===== config.mk =====
export PLATFORM = sky130hd
export DESIGN_NAME = drec_top
export DESIGN_NICKNAME = d
export VERILOG_FILES = /design/src/drec_pkg.sv /design/src/drec_settle.sv /design/src/drec_top.sv
export SDC_FILE = /design/constraint.sdc
export NUM_CORES = 1
export LEC_CHECK = 0
export BUFFER_PORTS_ARGS = -buffer_cell sky130_fd_sc_hd__buf_2
export CAP_MARGIN = 10
export CORE_MARGIN = 2
export CORE_UTILIZATION = 35
export CTS_CLUSTER_SIZE = 28
export DETAILED_ROUTE_END_ITERATION = 8
export PLACE_DENSITY = 0.53
export SLEW_MARGIN = 20
export SYNTH_ARGS = -nofsm -noshare
export SYNTH_HDL_FRONTEND = slang
export SYNTH_SLANG_ARGS = --single-unit
export TNS_END_PERCENT = 5

===== constraint.sdc =====
create_clock -name mclk -period 6.8 [get_ports mclk]
set_input_delay 1.02 -clock mclk [delete_from_list [all_inputs] [get_ports mclk]]
set_output_delay 1.02 -clock mclk [all_outputs]
set_load 0.01 [all_outputs]

===== src/drec_pkg.sv =====
// Purpose: Shared constants for the dual rotary knob counter.
// Assumes: 40 MHz mclk, 32-bit register port with byte addresses.
// Notes:   Summary of operation below.
// Summary of operation
// - Enable selects none, knob one, knob two, or both knobs.
// - Each knob's A and B channel is picked from any input port pin.
// - Each knob has its own debounce time, 1 to 100 ms.
// - Each knob has its own quiet time, 1 to 1000 ms.
// - Each knob has a type setting, 1 or 2.
// - Each knob keeps a signed 32-bit position count readable by software.
// - Software may preset a count; counting continues from the preset.
// - Left click decrements the count, right click increments it.
// - Event fires once quiet time passes after last rotation; rotation restarts.
// - Each knob has its own event source.
package drec_pkg;
   localparam int unsigned DREC_CLK_HZ   = 40_000_000;
   localparam int unsigned DREC_CLK_NS   = 25;
   localparam int unsigned DREC_MS_NS    = 1_000_000;
   // Cycles per millisecond tick
   localparam int unsigned DREC_TICK_CYC = DREC_MS_NS / DREC_CLK_NS;

   localparam logic [7:0]  DREC_OFF_ENABLE = 8'h00;
   localparam logic [7:0]  DREC_OFF_ROUTE  = 8'h04;
   localparam logic [7:0]  DREC_OFF_SETTLE = 8'h08;
   localparam logic [7:0]  DREC_OFF_QUIET1 = 8'h0C;
   localparam logic [7:0]  DREC_OFF_QUIET2 = 8'h10;
   localparam logic [7:0]  DREC_OFF_TYPE   = 8'h14;
   localparam logic [7:0]  DREC_OFF_COUNT1 = 8'h18;
   localparam logic [7:0]  DREC_OFF_COUNT2 = 8'h1C;
   localparam logic [7:0]  DREC_OFF_STATUS = 8'h20;
   localparam logic [7:0]  DREC_OFF_MASK   = 8'h24;

   // Route: channel c uses bits [c*8 +: 5], order A1,B1,A2,B2
   localparam int unsigned DREC_ROUTE_STRIDE = 8;
   localparam int unsigned DREC_PIN_W        = 5;
   // Settle: knob k uses bits [k*16 +: 7]
   localparam int unsigned DREC_SETTLE_STRIDE = 16;
   localparam int unsigned DREC_SETTLE_W      = 7;
   localparam int unsigned DREC_QUIET_W       = 10;
   // Type: knob k uses bits [k*8 +: 2]
   localparam int unsigned DREC_TYPE_STRIDE   = 8;

   localparam logic [6:0]  DREC_SETTLE_MIN = 7'h01;
   localparam logic [6:0]  DREC_SETTLE_MAX = 7'h64;
   localparam logic [9:0]  DREC_QUIET_MIN  = 10'h001;
   localparam logic [9:0]  DREC_QUIET_MAX  = 10'h3E8;
   localparam logic [1:0]  DREC_TYPE_HALF  = 2'h2;

   localparam logic [1:0]  DREC_ENABLE_RST = 2'h0;
   localparam logic [31:0] DREC_ROUTE_RST  = 32'h0302_0100;
   localparam logic [31:0] DREC_SETTLE_RST = 32'h0005_0005;
   localparam logic [9:0]  DREC_QUIET_RST  = 10'h064;
   localparam logic [1:0]  DREC_TYPE_RST   = 2'h1;
endpackage : drec_pkg


===== src/drec_settle.sv =====
// Purpose: Millisecond debounce of one already synchronised channel.
// Assumes: din is synchronous to mclk; tick pulses once per ms.
// Notes:   A change is taken on the limit-th tick seen while the new level holds steady.
module drec_settle
   import drec_pkg::*;
(
   input  wire logic       mclk,
   input  wire logic       rst_n,
   input  wire logic       tick,
   input  wire logic [6:0] limit,
   input  wire logic       din,
   output logic            dout
);
   logic       stable_ff;
   logic [6:0] cnt_ff;
   logic       nxt_stable;
   logic [6:0] nxt_cnt;

   // Any bounce back to the held level restarts the wait
   always_comb
   begin
      nxt_stable = stable_ff;
      nxt_cnt    = cnt_ff;
      if (din == stable_ff)
      begin
         nxt_cnt = 7'h00;
      end
      else if (tick)
      begin
         if (cnt_ff + 7'h01 >= limit)
         begin
            nxt_stable = din;
            nxt_cnt    = 7'h00;
         end
         else
         begin
            nxt_cnt = cnt_ff + 7'h01;
         end
      end
   end

   always_ff @(posedge mclk or negedge rst_n)
   begin
      if (!rst_n)
      begin
         stable_ff <= 1'b0;
         cnt_ff    <= 7'h00;
      end
      else
      begin
         stable_ff <= nxt_stable;
         cnt_ff    <= nxt_cnt;
      end
   end

   assign dout = stable_ff;
endmodule : drec_settle


===== src/drec_top.sv =====
// Purpose: Dual quadrature knob counter with debounce and quiet events.
// Assumes: Knob pins arrive on io_pins asynchronously to mclk.
// Notes:   Registers on a plain strobe port, read data one cycle later.
module drec_top
   import drec_pkg::*;
#(
   parameter int unsigned TICK_CYC = DREC_TICK_CYC
)
(
   input  wire logic        mclk,
   input  wire logic        rst_n,
   input  wire logic [31:0] io_pins,
   input  wire logic [7:0]  bus_addr,
   input  wire logic [31:0] bus_wdata,
   input  wire logic        bus_wr,
   input  wire logic        bus_rd,
   output logic      [31:0] bus_rdata,
   output logic             first_knob_event,
   output logic             second_knob_event,
   output logic             irq
);
   // Millisecond time base
   logic [15:0] tick_cnt_ff;
   logic        tick_ff;
   logic [15:0] nxt_tick_cnt;
   logic        nxt_tick;

   always_comb
   begin
      nxt_tick     = 1'b0;
      nxt_tick_cnt = tick_cnt_ff + 16'h0001;
      if (tick_cnt_ff >= 16'(TICK_CYC - 1))
      begin
         nxt_tick_cnt = 16'h0000;
         nxt_tick     = 1'b1;
      end
   end

   always_ff @(posedge mclk or negedge rst_n)
   begin
      if (!rst_n)
      begin
         tick_cnt_ff <= 16'h0000;
         tick_ff     <= 1'b0;
      end
      else
      begin
         tick_cnt_ff <= nxt_tick_cnt;
         tick_ff     <= nxt_tick;
      end
   end

   // Two-stage synchroniser on every pin before routing
   logic [31:0] sync1_ff;
   logic [31:0] sync2_ff;

   always_ff @(posedge mclk or negedge rst_n)
   begin
      if (!rst_n)
      begin
         sync1_ff <= 32'h0000_0000;
         sync2_ff <= 32'h0000_0000;
      end
      else
      begin
         sync1_ff <= io_pins;
         sync2_ff <= sync1_ff;
      end
   end

   // Configuration registers
   logic [1:0]       enable_ff;
   logic [31:0]      route_ff;
   logic [31:0]      settle_ff;
   logic [1:0][9:0]  quiet_ff;
   logic [1:0][1:0]  type_ff;
   logic [1:0]       mask_ff;
   logic [1:0]       nxt_enable;
   logic [31:0]      nxt_route;
   logic [31:0]      nxt_settle;
   logic [1:0][9:0]  nxt_quiet;
   logic [1:0][1:0]  nxt_type;
   logic [1:0]       nxt_mask;

   always_comb
   begin
      nxt_enable = enable_ff;
      nxt_route  = route_ff;
      nxt_settle = settle_ff;
      nxt_quiet  = quiet_ff;
      nxt_type   = type_ff;
      nxt_mask   = mask_ff;
      if (bus_wr)
      begin
         case (bus_addr)
            DREC_OFF_ENABLE: nxt_enable = bus_wdata[1:0];
            DREC_OFF_ROUTE:  nxt_route  = bus_wdata;
            DREC_OFF_SETTLE: nxt_settle = bus_wdata;
            DREC_OFF_QUIET1: nxt_quiet[0] = bus_wdata[9:0];
            DREC_OFF_QUIET2: nxt_quiet[1] = bus_wdata[9:0];
            DREC_OFF_TYPE:
            begin
               nxt_type[0] = bus_wdata[1:0];
               nxt_type[1] = bus_wdata[9:8];
            end
            DREC_OFF_MASK:   nxt_mask   = bus_wdata[1:0];
            default:         nxt_mask   = mask_ff;
         endcase
      end
   end

   always_ff @(posedge mclk or negedge rst_n)
   begin
      if (!rst_n)
      begin
         enable_ff <= DREC_ENABLE_RST;
         route_ff  <= DREC_ROUTE_RST;
         settle_ff <= DREC_SETTLE_RST;
         quiet_ff  <= {DREC_QUIET_RST, DREC_QUIET_RST};
         type_ff   <= {DREC_TYPE_RST, DREC_TYPE_RST};
         mask_ff   <= 2'h0;
      end
      else
      begin
         enable_ff <= nxt_enable;
         route_ff  <= nxt_route;
         settle_ff <= nxt_settle;
         quiet_ff  <= nxt_quiet;
         type_ff   <= nxt_type;
         mask_ff   <= nxt_mask;
      end
   end

   // Channel routing and debounce, order A1, B1, A2, B2
   logic [3:0] clean;

   genvar c;
   generate
      for (c = 0; c < 4; c++)
      begin : g_chan
         logic [4:0] pin;
         logic [6:0] raw_lim;
         logic [6:0] lim;
         assign pin = route_ff[c*DREC_ROUTE_STRIDE +: DREC_PIN_W];
         assign raw_lim =
            settle_ff[(c/2)*DREC_SETTLE_STRIDE +: DREC_SETTLE_W];
         // Out-of-range settings are clamped to the legal span
         assign lim = (raw_lim < DREC_SETTLE_MIN) ? DREC_SETTLE_MIN :
                      (raw_lim > DREC_SETTLE_MAX) ? DREC_SETTLE_MAX :
                      raw_lim;
         drec_settle u_settle
         (
            .mclk  (mclk),
            .rst_n (rst_n),
            .tick  (tick_ff),
            .limit (lim),
            .din   (sync2_ff[pin]),
            .dout  (clean[c])
         );
      end
   endgenerate

   // Per-knob decode, count and quiet timer
   logic [1:0][31:0] count_ff;
   logic [1:0]       prev_a_ff;
   logic [1:0]       armed_ff;
   logic [1:0][9:0]  qcnt_ff;
   logic [1:0]       ev_ff;
   logic [1:0][31:0] nxt_count;
   logic [1:0]       nxt_prev_a;
   logic [1:0]       nxt_armed;
   logic [1:0][9:0]  nxt_qcnt;
   logic [1:0]       nxt_ev;

   genvar k;
   generate
      for (k = 0; k < 2; k++)
      begin : g_knob
         logic       a;
         logic       b;
         logic       step;
         logic [9:0] qlim;
         logic [7:0] cnt_off;
         assign a = clean[2*k];
         assign b = clean[2*k+1];
         assign cnt_off = (k == 0) ? DREC_OFF_COUNT1 : DREC_OFF_COUNT2;
         assign qlim = (quiet_ff[k] < DREC_QUIET_MIN) ? DREC_QUIET_MIN :
                       (quiet_ff[k] > DREC_QUIET_MAX) ? DREC_QUIET_MAX :
                       quiet_ff[k];
         // Type 2 counts every A edge, type 1 only A rising
         assign step = enable_ff[k] && (a != prev_a_ff[k]) &&
                       (a || (type_ff[k] == DREC_TYPE_HALF));

         always_comb
         begin
            nxt_prev_a[k] = a;
            nxt_count[k]  = count_ff[k];
            nxt_armed[k]  = armed_ff[k];
            nxt_qcnt[k]   = qcnt_ff[k];
            nxt_ev[k]     = 1'b0;
            if (step)
            begin
               // A leading B means right turn
               if (a ^ b)
                  nxt_count[k] = count_ff[k] + 32'h0000_0001;
               else
                  nxt_count[k] = count_ff[k] - 32'h0000_0001;
               nxt_armed[k] = 1'b1;
               nxt_qcnt[k]  = 10'h000;
            end
            else if (!enable_ff[k])
            begin
               nxt_armed[k] = 1'b0;
            end
            else if (armed_ff[k] && tick_ff)
            begin
               if (qcnt_ff[k] + 10'h001 >= qlim)
               begin
                  nxt_armed[k] = 1'b0;
                  nxt_ev[k]    = 1'b1;
               end
               else
               begin
                  nxt_qcnt[k] = qcnt_ff[k] + 10'h001;
               end
            end
            // Preset takes priority over a step in the same cycle
            if (bus_wr && bus_addr == cnt_off)
               nxt_count[k] = bus_wdata;
         end

         always_ff @(posedge mclk or negedge rst_n)
         begin
            if (!rst_n)
            begin
               count_ff[k]  <= 32'h0000_0000;
               prev_a_ff[k] <= 1'b0;
               armed_ff[k]  <= 1'b0;
               qcnt_ff[k]   <= 10'h000;
               ev_ff[k]     <= 1'b0;
            end
            else
            begin
               count_ff[k]  <= nxt_count[k];
               prev_a_ff[k] <= nxt_prev_a[k];
               armed_ff[k]  <= nxt_armed[k];
               qcnt_ff[k]   <= nxt_qcnt[k];
               ev_ff[k]     <= nxt_ev[k];
            end
         end
      end
   endgenerate

   // Status, interrupt and read port
   logic [1:0]  status_ff;
   logic        irq_ff;
   logic [31:0] rdata_ff;
   logic [1:0]  nxt_status;
   logic        nxt_irq;
   logic [31:0] nxt_rdata;

   always_comb
   begin
      nxt_status = status_ff;
      nxt_rdata  = 32'h0000_0000;
      if (bus_rd)
      begin
         case (bus_addr)
            DREC_OFF_ENABLE: nxt_rdata = {30'h0, enable_ff};
            DREC_OFF_ROUTE:  nxt_rdata = route_ff;
            DREC_OFF_SETTLE: nxt_rdata = settle_ff;
            DREC_OFF_QUIET1: nxt_rdata = {22'h0, quiet_ff[0]};
            DREC_OFF_QUIET2: nxt_rdata = {22'h0, quiet_ff[1]};
            DREC_OFF_TYPE:
               nxt_rdata = {22'h0, type_ff[1], 6'h00, type_ff[0]};
            DREC_OFF_COUNT1: nxt_rdata = count_ff[0];
            DREC_OFF_COUNT2: nxt_rdata = count_ff[1];
            DREC_OFF_STATUS:
            begin
               nxt_rdata  = {30'h0, status_ff};
               nxt_status = 2'h0;
            end
            DREC_OFF_MASK:   nxt_rdata = {30'h0, mask_ff};
            default:         nxt_rdata = 32'h0000_0000;
         endcase
      end
      // New events win over a clearing read in the same cycle
      nxt_status = nxt_status | ev_ff;
      nxt_irq    = |(nxt_status & mask_ff);
   end

   always_ff @(posedge mclk or negedge rst_n)
   begin
      if (!rst_n)
      begin
         status_ff <= 2'h0;
         irq_ff    <= 1'b0;
         rdata_ff  <= 32'h0000_0000;
      end
      else
      begin
         status_ff <= nxt_status;
         irq_ff    <= nxt_irq;
         rdata_ff  <= nxt_rdata;
      end
   end

   assign bus_rdata         = rdata_ff;
   assign irq               = irq_ff;
   assign first_knob_event  = ev_ff[0];
   assign second_knob_event = ev_ff[1];
endmodule : drec_top


==> flow_metrics.py, run 1 <==
metrics = {
    "run_status": {
        "status": "complete, no violations",
    },
    "final_layout": {
        "multi_input_area_sq_mm": 0.01050,
        "ff_latch_area_sq_mm": 0.008278,
        "area_growth_pct": 13.34,
        "diodes": 0,
        "final_nets": 2145,
        "final_common_cell": "dfrtp_1",
        "nFillCells": 5232,
        "final_cell_mix": "dfrtp_1, nor2_1, nand2_1",
        "drive_above_1_share": 0.1954,
    },
    "power_and_ir_drop": {
        "p_total_uw": 4733,
        "switching_share": 0.2560,
        "p_int_uw": 3521,
        "power_frac_seq": 0.449,
        "powerDensity_mw_per_mm2": 217.4,
        "combPwrFrac": 0.110,
        "clkPwrFrac": 0.441,
        "leakage_uw": 0.009448,
        "power_switching_uw": 1212,
        "ir_drop_uv": 162.3,
    },
    "placed_design": {
        "dp_hpwl_mm": 39.08,
        "port_buffers": 110,
        "globalplace.congestion": 0.9003,
    },
    "route": {
        "routed_wl_mm": 53.53,
        "num_vias": 14816,
        "routedWlPerCell_um": 20.00,
        "wl_met1_mm": 25.06,
        "top_layer": "met4",
        "antenna_left": 0,
        "drc": 0,
        "first_pass_iters": 7,
        "initialDrtViolationCount": 1050,
        "routed-wl-met3_mm": 2.026,
        "viasPerCell": 5.535,
        "met2RoutedLength_mm": 25.05,
    },
    "clocking": {
        "cts_setup_buffers": 0,
        "clock_latency_ns": 0.56,
        "cts-root-buf": "clkbuf_16",
        "cts_tree": "done",
        "cts_sinks": 330,
        "cts.repair.resized": 0,
        "cts.clk_slew.worst_paths_ns": 0.06,
        "htreeDepth": 2,
        "cts_hold_buf": 0,
        "clk_path_buf_depth": 3,
        "cts_buffers": 37,
    },
    "worst_setup_path": {
        "cpPeakStageDelay_ns": 0.50,
        "cp-start-kind": "flip-flop",
        "cp_top_family": "compound AO/OA/AOI/OAI gates",
        "crit_start": "g_chan[0].u_settle.dout",
        "cp-end-kind": "flip-flop",
        "path_cells": "xor2_1, inv_1, buf_4, ha_1, nor2b_1, o31a_1, o31a_1, o21a_1, o21ai_0, a21boi_0, o31ai_1, nor3b_1, o31ai_1, a21oi_1",
        "r2r_end": "count_ff[16]",
        "cp_num_buf_inv": 2,
        "endpoint": "count_ff[16]",
        "ff2ff_setup_slack_ns": 2.49,
        "crit_type": "flip-flop to flip-flop",
        "worstPathArrival_ns": 4.75,
        "crit_slowest_cell": "o31ai_1",
        "r2r_start": "g_chan[0].u_settle.dout",
        "required_ns": 7.24,
        "reg2reg_depth": 14,
        "crit_cells": 14,
        "worstPathMaxFanout": 21,
    },
    "synthesis": {
        "ys_seq_elements": 330,
        "synth_area_sq_mm": 0.01921,
        "ys_types": 72,
        "avgSynthCellArea_sq_um": 10.35,
        "ys_seq_area_frac": 0.4309,
        "netlist_instances": 1857,
        "async_reset_ff_frac": 1.000,
        "synth_edf_count": 0,
        "synth_nets": 2050,
        "synth_ff_type": "dfrtp_1",
        "yosysWarnings": 0,
    },
    "die": {
        "num_rows": 85,
        "core_sq_mm": 0.05403,
        "num_io_pins": 111,
        "fp.dieW_um": 238.3,
        "die_y_um": 238.3,
        "initial_utilization": 0.3556,
        "dieArea_sq_mm": 0.05678,
    },
    "run": {
        "maxCapViolCount": 0,
    },
    "timing": {
        "fin_hold_ws_ns": 0.3420,
        "clock.fmax_ghz": 0.2319,
        "min_period_over_period": 0.6341,
        "period_needed_ns": 4.312,
        "tns_ns": 0,
        "finalClockSkew_ns": 0.02709,
        "slew_violations": 0,
        "max_slew_margin": 0.3487,
        "rsz0062_at_grt": "false",
        "worstMarginPinSlew_ns": 0.9769,
        "hold_violations": 0,
        "setup_violations": 0,
    },
    "global_routing": {
        "grt_usage": 0.1912,
        "grt_pass1_vias": 14965,
        "grt_max_degree": 128,
        "grt_remaining_overflow": 0,
        "grt_pass1_wl_mm": 85.35,
        "antenna_found_initial": 0,
    },
    "worst_hold_path": {
        "hp-class": "flip-flop to flip-flop",
    },
}
## logic make-up after synthesis
| family | count (synthesis) | synth area share |
|---|---|---|
| compound gates | 441 | 0.1474 |
| simple gates | 557 | 0.1367 |
| fa+ha+maj | 117 | 0.07698 |
| flops | 330 | 0.4309 |
| mux | 187 | 0.1313 |
| xor+xnor | 116 | 0.05289 |
| buf+inv | 109 | 0.02384 |
## sequential cells by signal, indices dropped and copies added, names as in the netlist, 4 cells and up
register / cells
count_ff: 64
bus_rdata: 32
route_ff: 32
settle_ff: 32
sync1_ff: 32
sync2_ff: 32
g_chan.u_settle.cnt_ff: 28
qcnt_ff: 20
quiet_ff: 20
tick_cnt_ff: 16
g_chan.u_settle.dout: 4
type_ff: 4
## final cells by class
cell class / count / area share
flip-flops and latches: 330 / 0.3802
clock buffers: 53 / 0.05091
well taps: 696 / 0.03999
inverters: 36 / 0.006206
repair buffers: 129 / 0.03304
multi-input cells: 1418 / 0.4820
clock inverters: 15 / 0.007642
## per-stage QoR
stage            util  worst slack [ns]  area, sq um  instances
4_1_cts        0.4030             2.508        21770       2677
6_report       0.4030             2.488        21770       2677
5_1_grt        0.4030             2.111        21770       2677
3_5_place_dp   0.3794             2.514        20500       2609
3_3_place_gp   0.3794             2.638        20500       2609
2_1_floorplan       -             2.453        19210       1857
## synthesized netlist by cell type, types with 35 or more instances
library cell  instances  area share
a21o_1               62       0.024
a21oi_1             146       0.038
and3_1               35       0.011
clkbuf_1             56       0.011
dfrtp_1             314        0.41
ha_1                115       0.075
inv_1                36      0.0070
mux2_2              120       0.070
mux4_2               40       0.047
nand2_1             147       0.029
nand3_1              71       0.018
nor2_1              166       0.032
o21ai_0              90       0.023
xnor2_1              63       0.029
xor2_1               53       0.024
## power by group through the flow
stage               Clock (uW)  Combinational (uW)  Sequential, uW
finish                    2090                 520            2120
global route              2240                 582            2130
CTS                       2150                 523            2120
detailed placement           0                 521            2160
global placement             0                 515            2160
floorplan                    0                 359            2110
## routing by layer
layer | track usage | vias up
met1 | 0.2666 | 7381
met5 | 0 | -
met2 | 0.3112 | 331
li1 | - | 7022
met4 | 0.06402 | 0
met3 | 0.01978 | 82
## worst min-delay path by stage
stage                       from      endpoint  slack, ns  cells past startpoint
floorplan            sync1_ff[0]   sync2_ff[0]       0.33                      0
finish               sync1_ff[6]   sync2_ff[6]       0.34                      0
CTS                  sync1_ff[6]   sync2_ff[6]       0.34                      0
global route         sync1_ff[6]   sync2_ff[6]       0.35                      0
detailed placement   sync1_ff[6]   sync2_ff[6]       0.33                      0
global placement    sync1_ff[20]  sync2_ff[20]       0.34                      0
Note: power is estimated with default switching activity, not from simulation.
==> inputs of run 2 (changes only) <==
- clock period: 6.8 -> 4.3 ns (I/O delays scaled with it)
==> flow_metrics.py, run 2 (synthesis gave the netlist of run 1 again) <==
metrics = {
    "power_and_ir_drop": {
        "p_total_uw": 7679,
        "ir_drop_uv": 288.3,
        "leakage_uw": 0.009543,
        "powerDensity_mw_per_mm2": 349.9,
    },
    "final_layout": {
        "regMostFlops": "count_ff",
        "final_cell_mix": "dfrtp_1, nor2_1, nand2_1",
        "final_common_cell": "dfrtp_1",
        "final_nets": 2157,
        "drive_above_1_share": 0.1986,
        "largest_register_ffs": 64,
        "finalNonFillerCells": 2685,
        "diodes": 0,
        "area_growth_pct": 14.22,
        "final_util": 0.4061,
    },
    "clocking": {
        "cts.clk_slew.worst_paths_ns": 0.07,
        "cts_tree": "done",
        "cts_sinks": 330,
        "cts_buffers": 37,
        "clk_path_buf_depth": 3,
        "cts.repair.resized": 0,
        "htreeDepth": 2,
        "cts_hold_buf": 0,
        "clock_latency_ns": 0.56,
        "cts-root-buf": "clkbuf_16",
        "cts_setup_buffers": 0,
    },
    "timing": {
        "hold_violations": 0,
        "worstMarginPinSlew_ns": 0.8266,
        "tns_ns": 0,
        "rsz0062_at_grt": "false",
        "worst_slack_ns": 0.4297,
        "min_period_over_period": 0.9001,
        "max_slew_margin": 0.4470,
        "finalClockSkew_ns": 0.02958,
        "slew_violations": 0,
        "setup_violations": 0,
        "period_needed_ns": 3.870,
        "clock.fmax_ghz": 0.2584,
    },
    "route": {
        "first_pass_iters": 6,
        "antenna_left": 0,
        "routedWlPerCell_um": 20.05,
        "routed_wl_mm": 53.83,
        "viasPerCell": 5.536,
        "initialDrtViolationCount": 1065,
        "drc": 0,
        "num_vias": 14865,
    },
    "worst_setup_path": {
        "cp-start-kind": "flip-flop",
        "cp-end-kind": "flip-flop",
        "worstPathMaxFanout": 18,
        "worstPathArrival_ns": 4.28,
        "crit_type": "flip-flop to flip-flop",
        "required_ns": 4.71,
    },
    "global_routing": {
        "grt_pass1_vias": 14771,
        "grt_pass1_wl_mm": 84.94,
        "grt_max_degree": 99,
        "antenna_found_initial": 4,
        "grt_remaining_overflow": 0,
        "grt_usage": 0.1909,
    },
    "die": {
        "dieArea_sq_mm": 0.05678,
        "fp.dieW_um": 238.3,
        "die_y_um": 238.3,
        "num_io_pins": 111,
        "initial_utilization": 0.3556,
        "core_sq_mm": 0.05403,
        "num_rows": 85,
    },
    "run": {
        "maxCapViolCount": 0,
    },
    "run_status": {
        "status": "complete, no violations",
    },
    "placed_design": {
        "globalplace.congestion": 0.9320,
        "dp_hpwl_mm": 39.70,
        "dpl.cell_count": 2621,
        "port_buffers": 110,
        "pre_cts_slack_ns": 0.4245,
    },
    "worst_hold_path": {
        "hp-class": "primary input to asynchronous set/reset pin",
    },
}
## run 2: worst max-delay path, stage by stage, from the launching register on
cell and delay, ns:
dfrtp_1 0.45, xor2_1 0.19, inv_1 0.48, buf_4 0.29
ha_1 0.32, a2111oi_0 0.42, o21ai_0 0.16, o22ai_1 0.22
a31oi_1 0.15, or3_1 0.43, nand2_1 0.08, o21ai_0 0.11
nor2_1 0.15, mux2i_1 0.19, a31oi_1 0.08
## run 2: metal layers
metal | GRT usage | part of all wire | vias up
met4 | 0.05777 | 0.026 | 8
met1 | 0.2593 | 0.45 | 7358
met3 | 0.03424 | 0.059 | 76
li1 | - | - | 7039
met2 | 0.3106 | 0.46 | 384
met5 | 0 | 0.00091 | -
## run 2: final timing paths
| kind | start | endpoint | cells after the start | slack (ns) |
|---|---|---|---|---|
| max | g_chan[0].u_settle.dout | count_ff[30] | 14 | 0.43 |
| min | rst_n | tick_cnt_ff[10] | 1 | 0.12 |
| max reg2reg | g_chan[0].u_settle.dout | count_ff[30] | 14 | 0.43 |
| min reg2reg | sync1_ff[12] | sync2_ff[12] | 0 | 0.34 |
| max in group asynchronous | rst_n | count_ff[53] | 2 | 3.14 |
| min in group mclk | io_pins[1] | sync1_ff[1] | 1 | 0.20 |
## run 2: cell type report
class / instances / area (sq um)
Timing Repair Buffer: 141 / 818.3
Inverter: 36 / 135.1
Clock inverter: 8 / 193.9
Fill cell: 5214 / 32080
Clock buffer: 56 / 1150
Tap cell: 696 / 870.8
Multi-Input combinational cell: 1418 / 10500
Sequential cell: 330 / 8278
## run 2: metrics by stage
stage,area (sq um),hold WS (ns)
floorplan,19220,0.3312
global placement,20600,0.3362
detailed placement,20600,0.3347
CTS,21940,0.1589
global route,21940,0.1824
finish,21940,0.1249
## run 2: report_power, final
group	leakage, uW	switching, uW	total [uW]	internal (uW)
clock	0.000660	1290	3490	2200
combinational	0.00477	465	830	365
sequential	0.00412	135	3360	3220
total	0.00954	1890	7680	5790
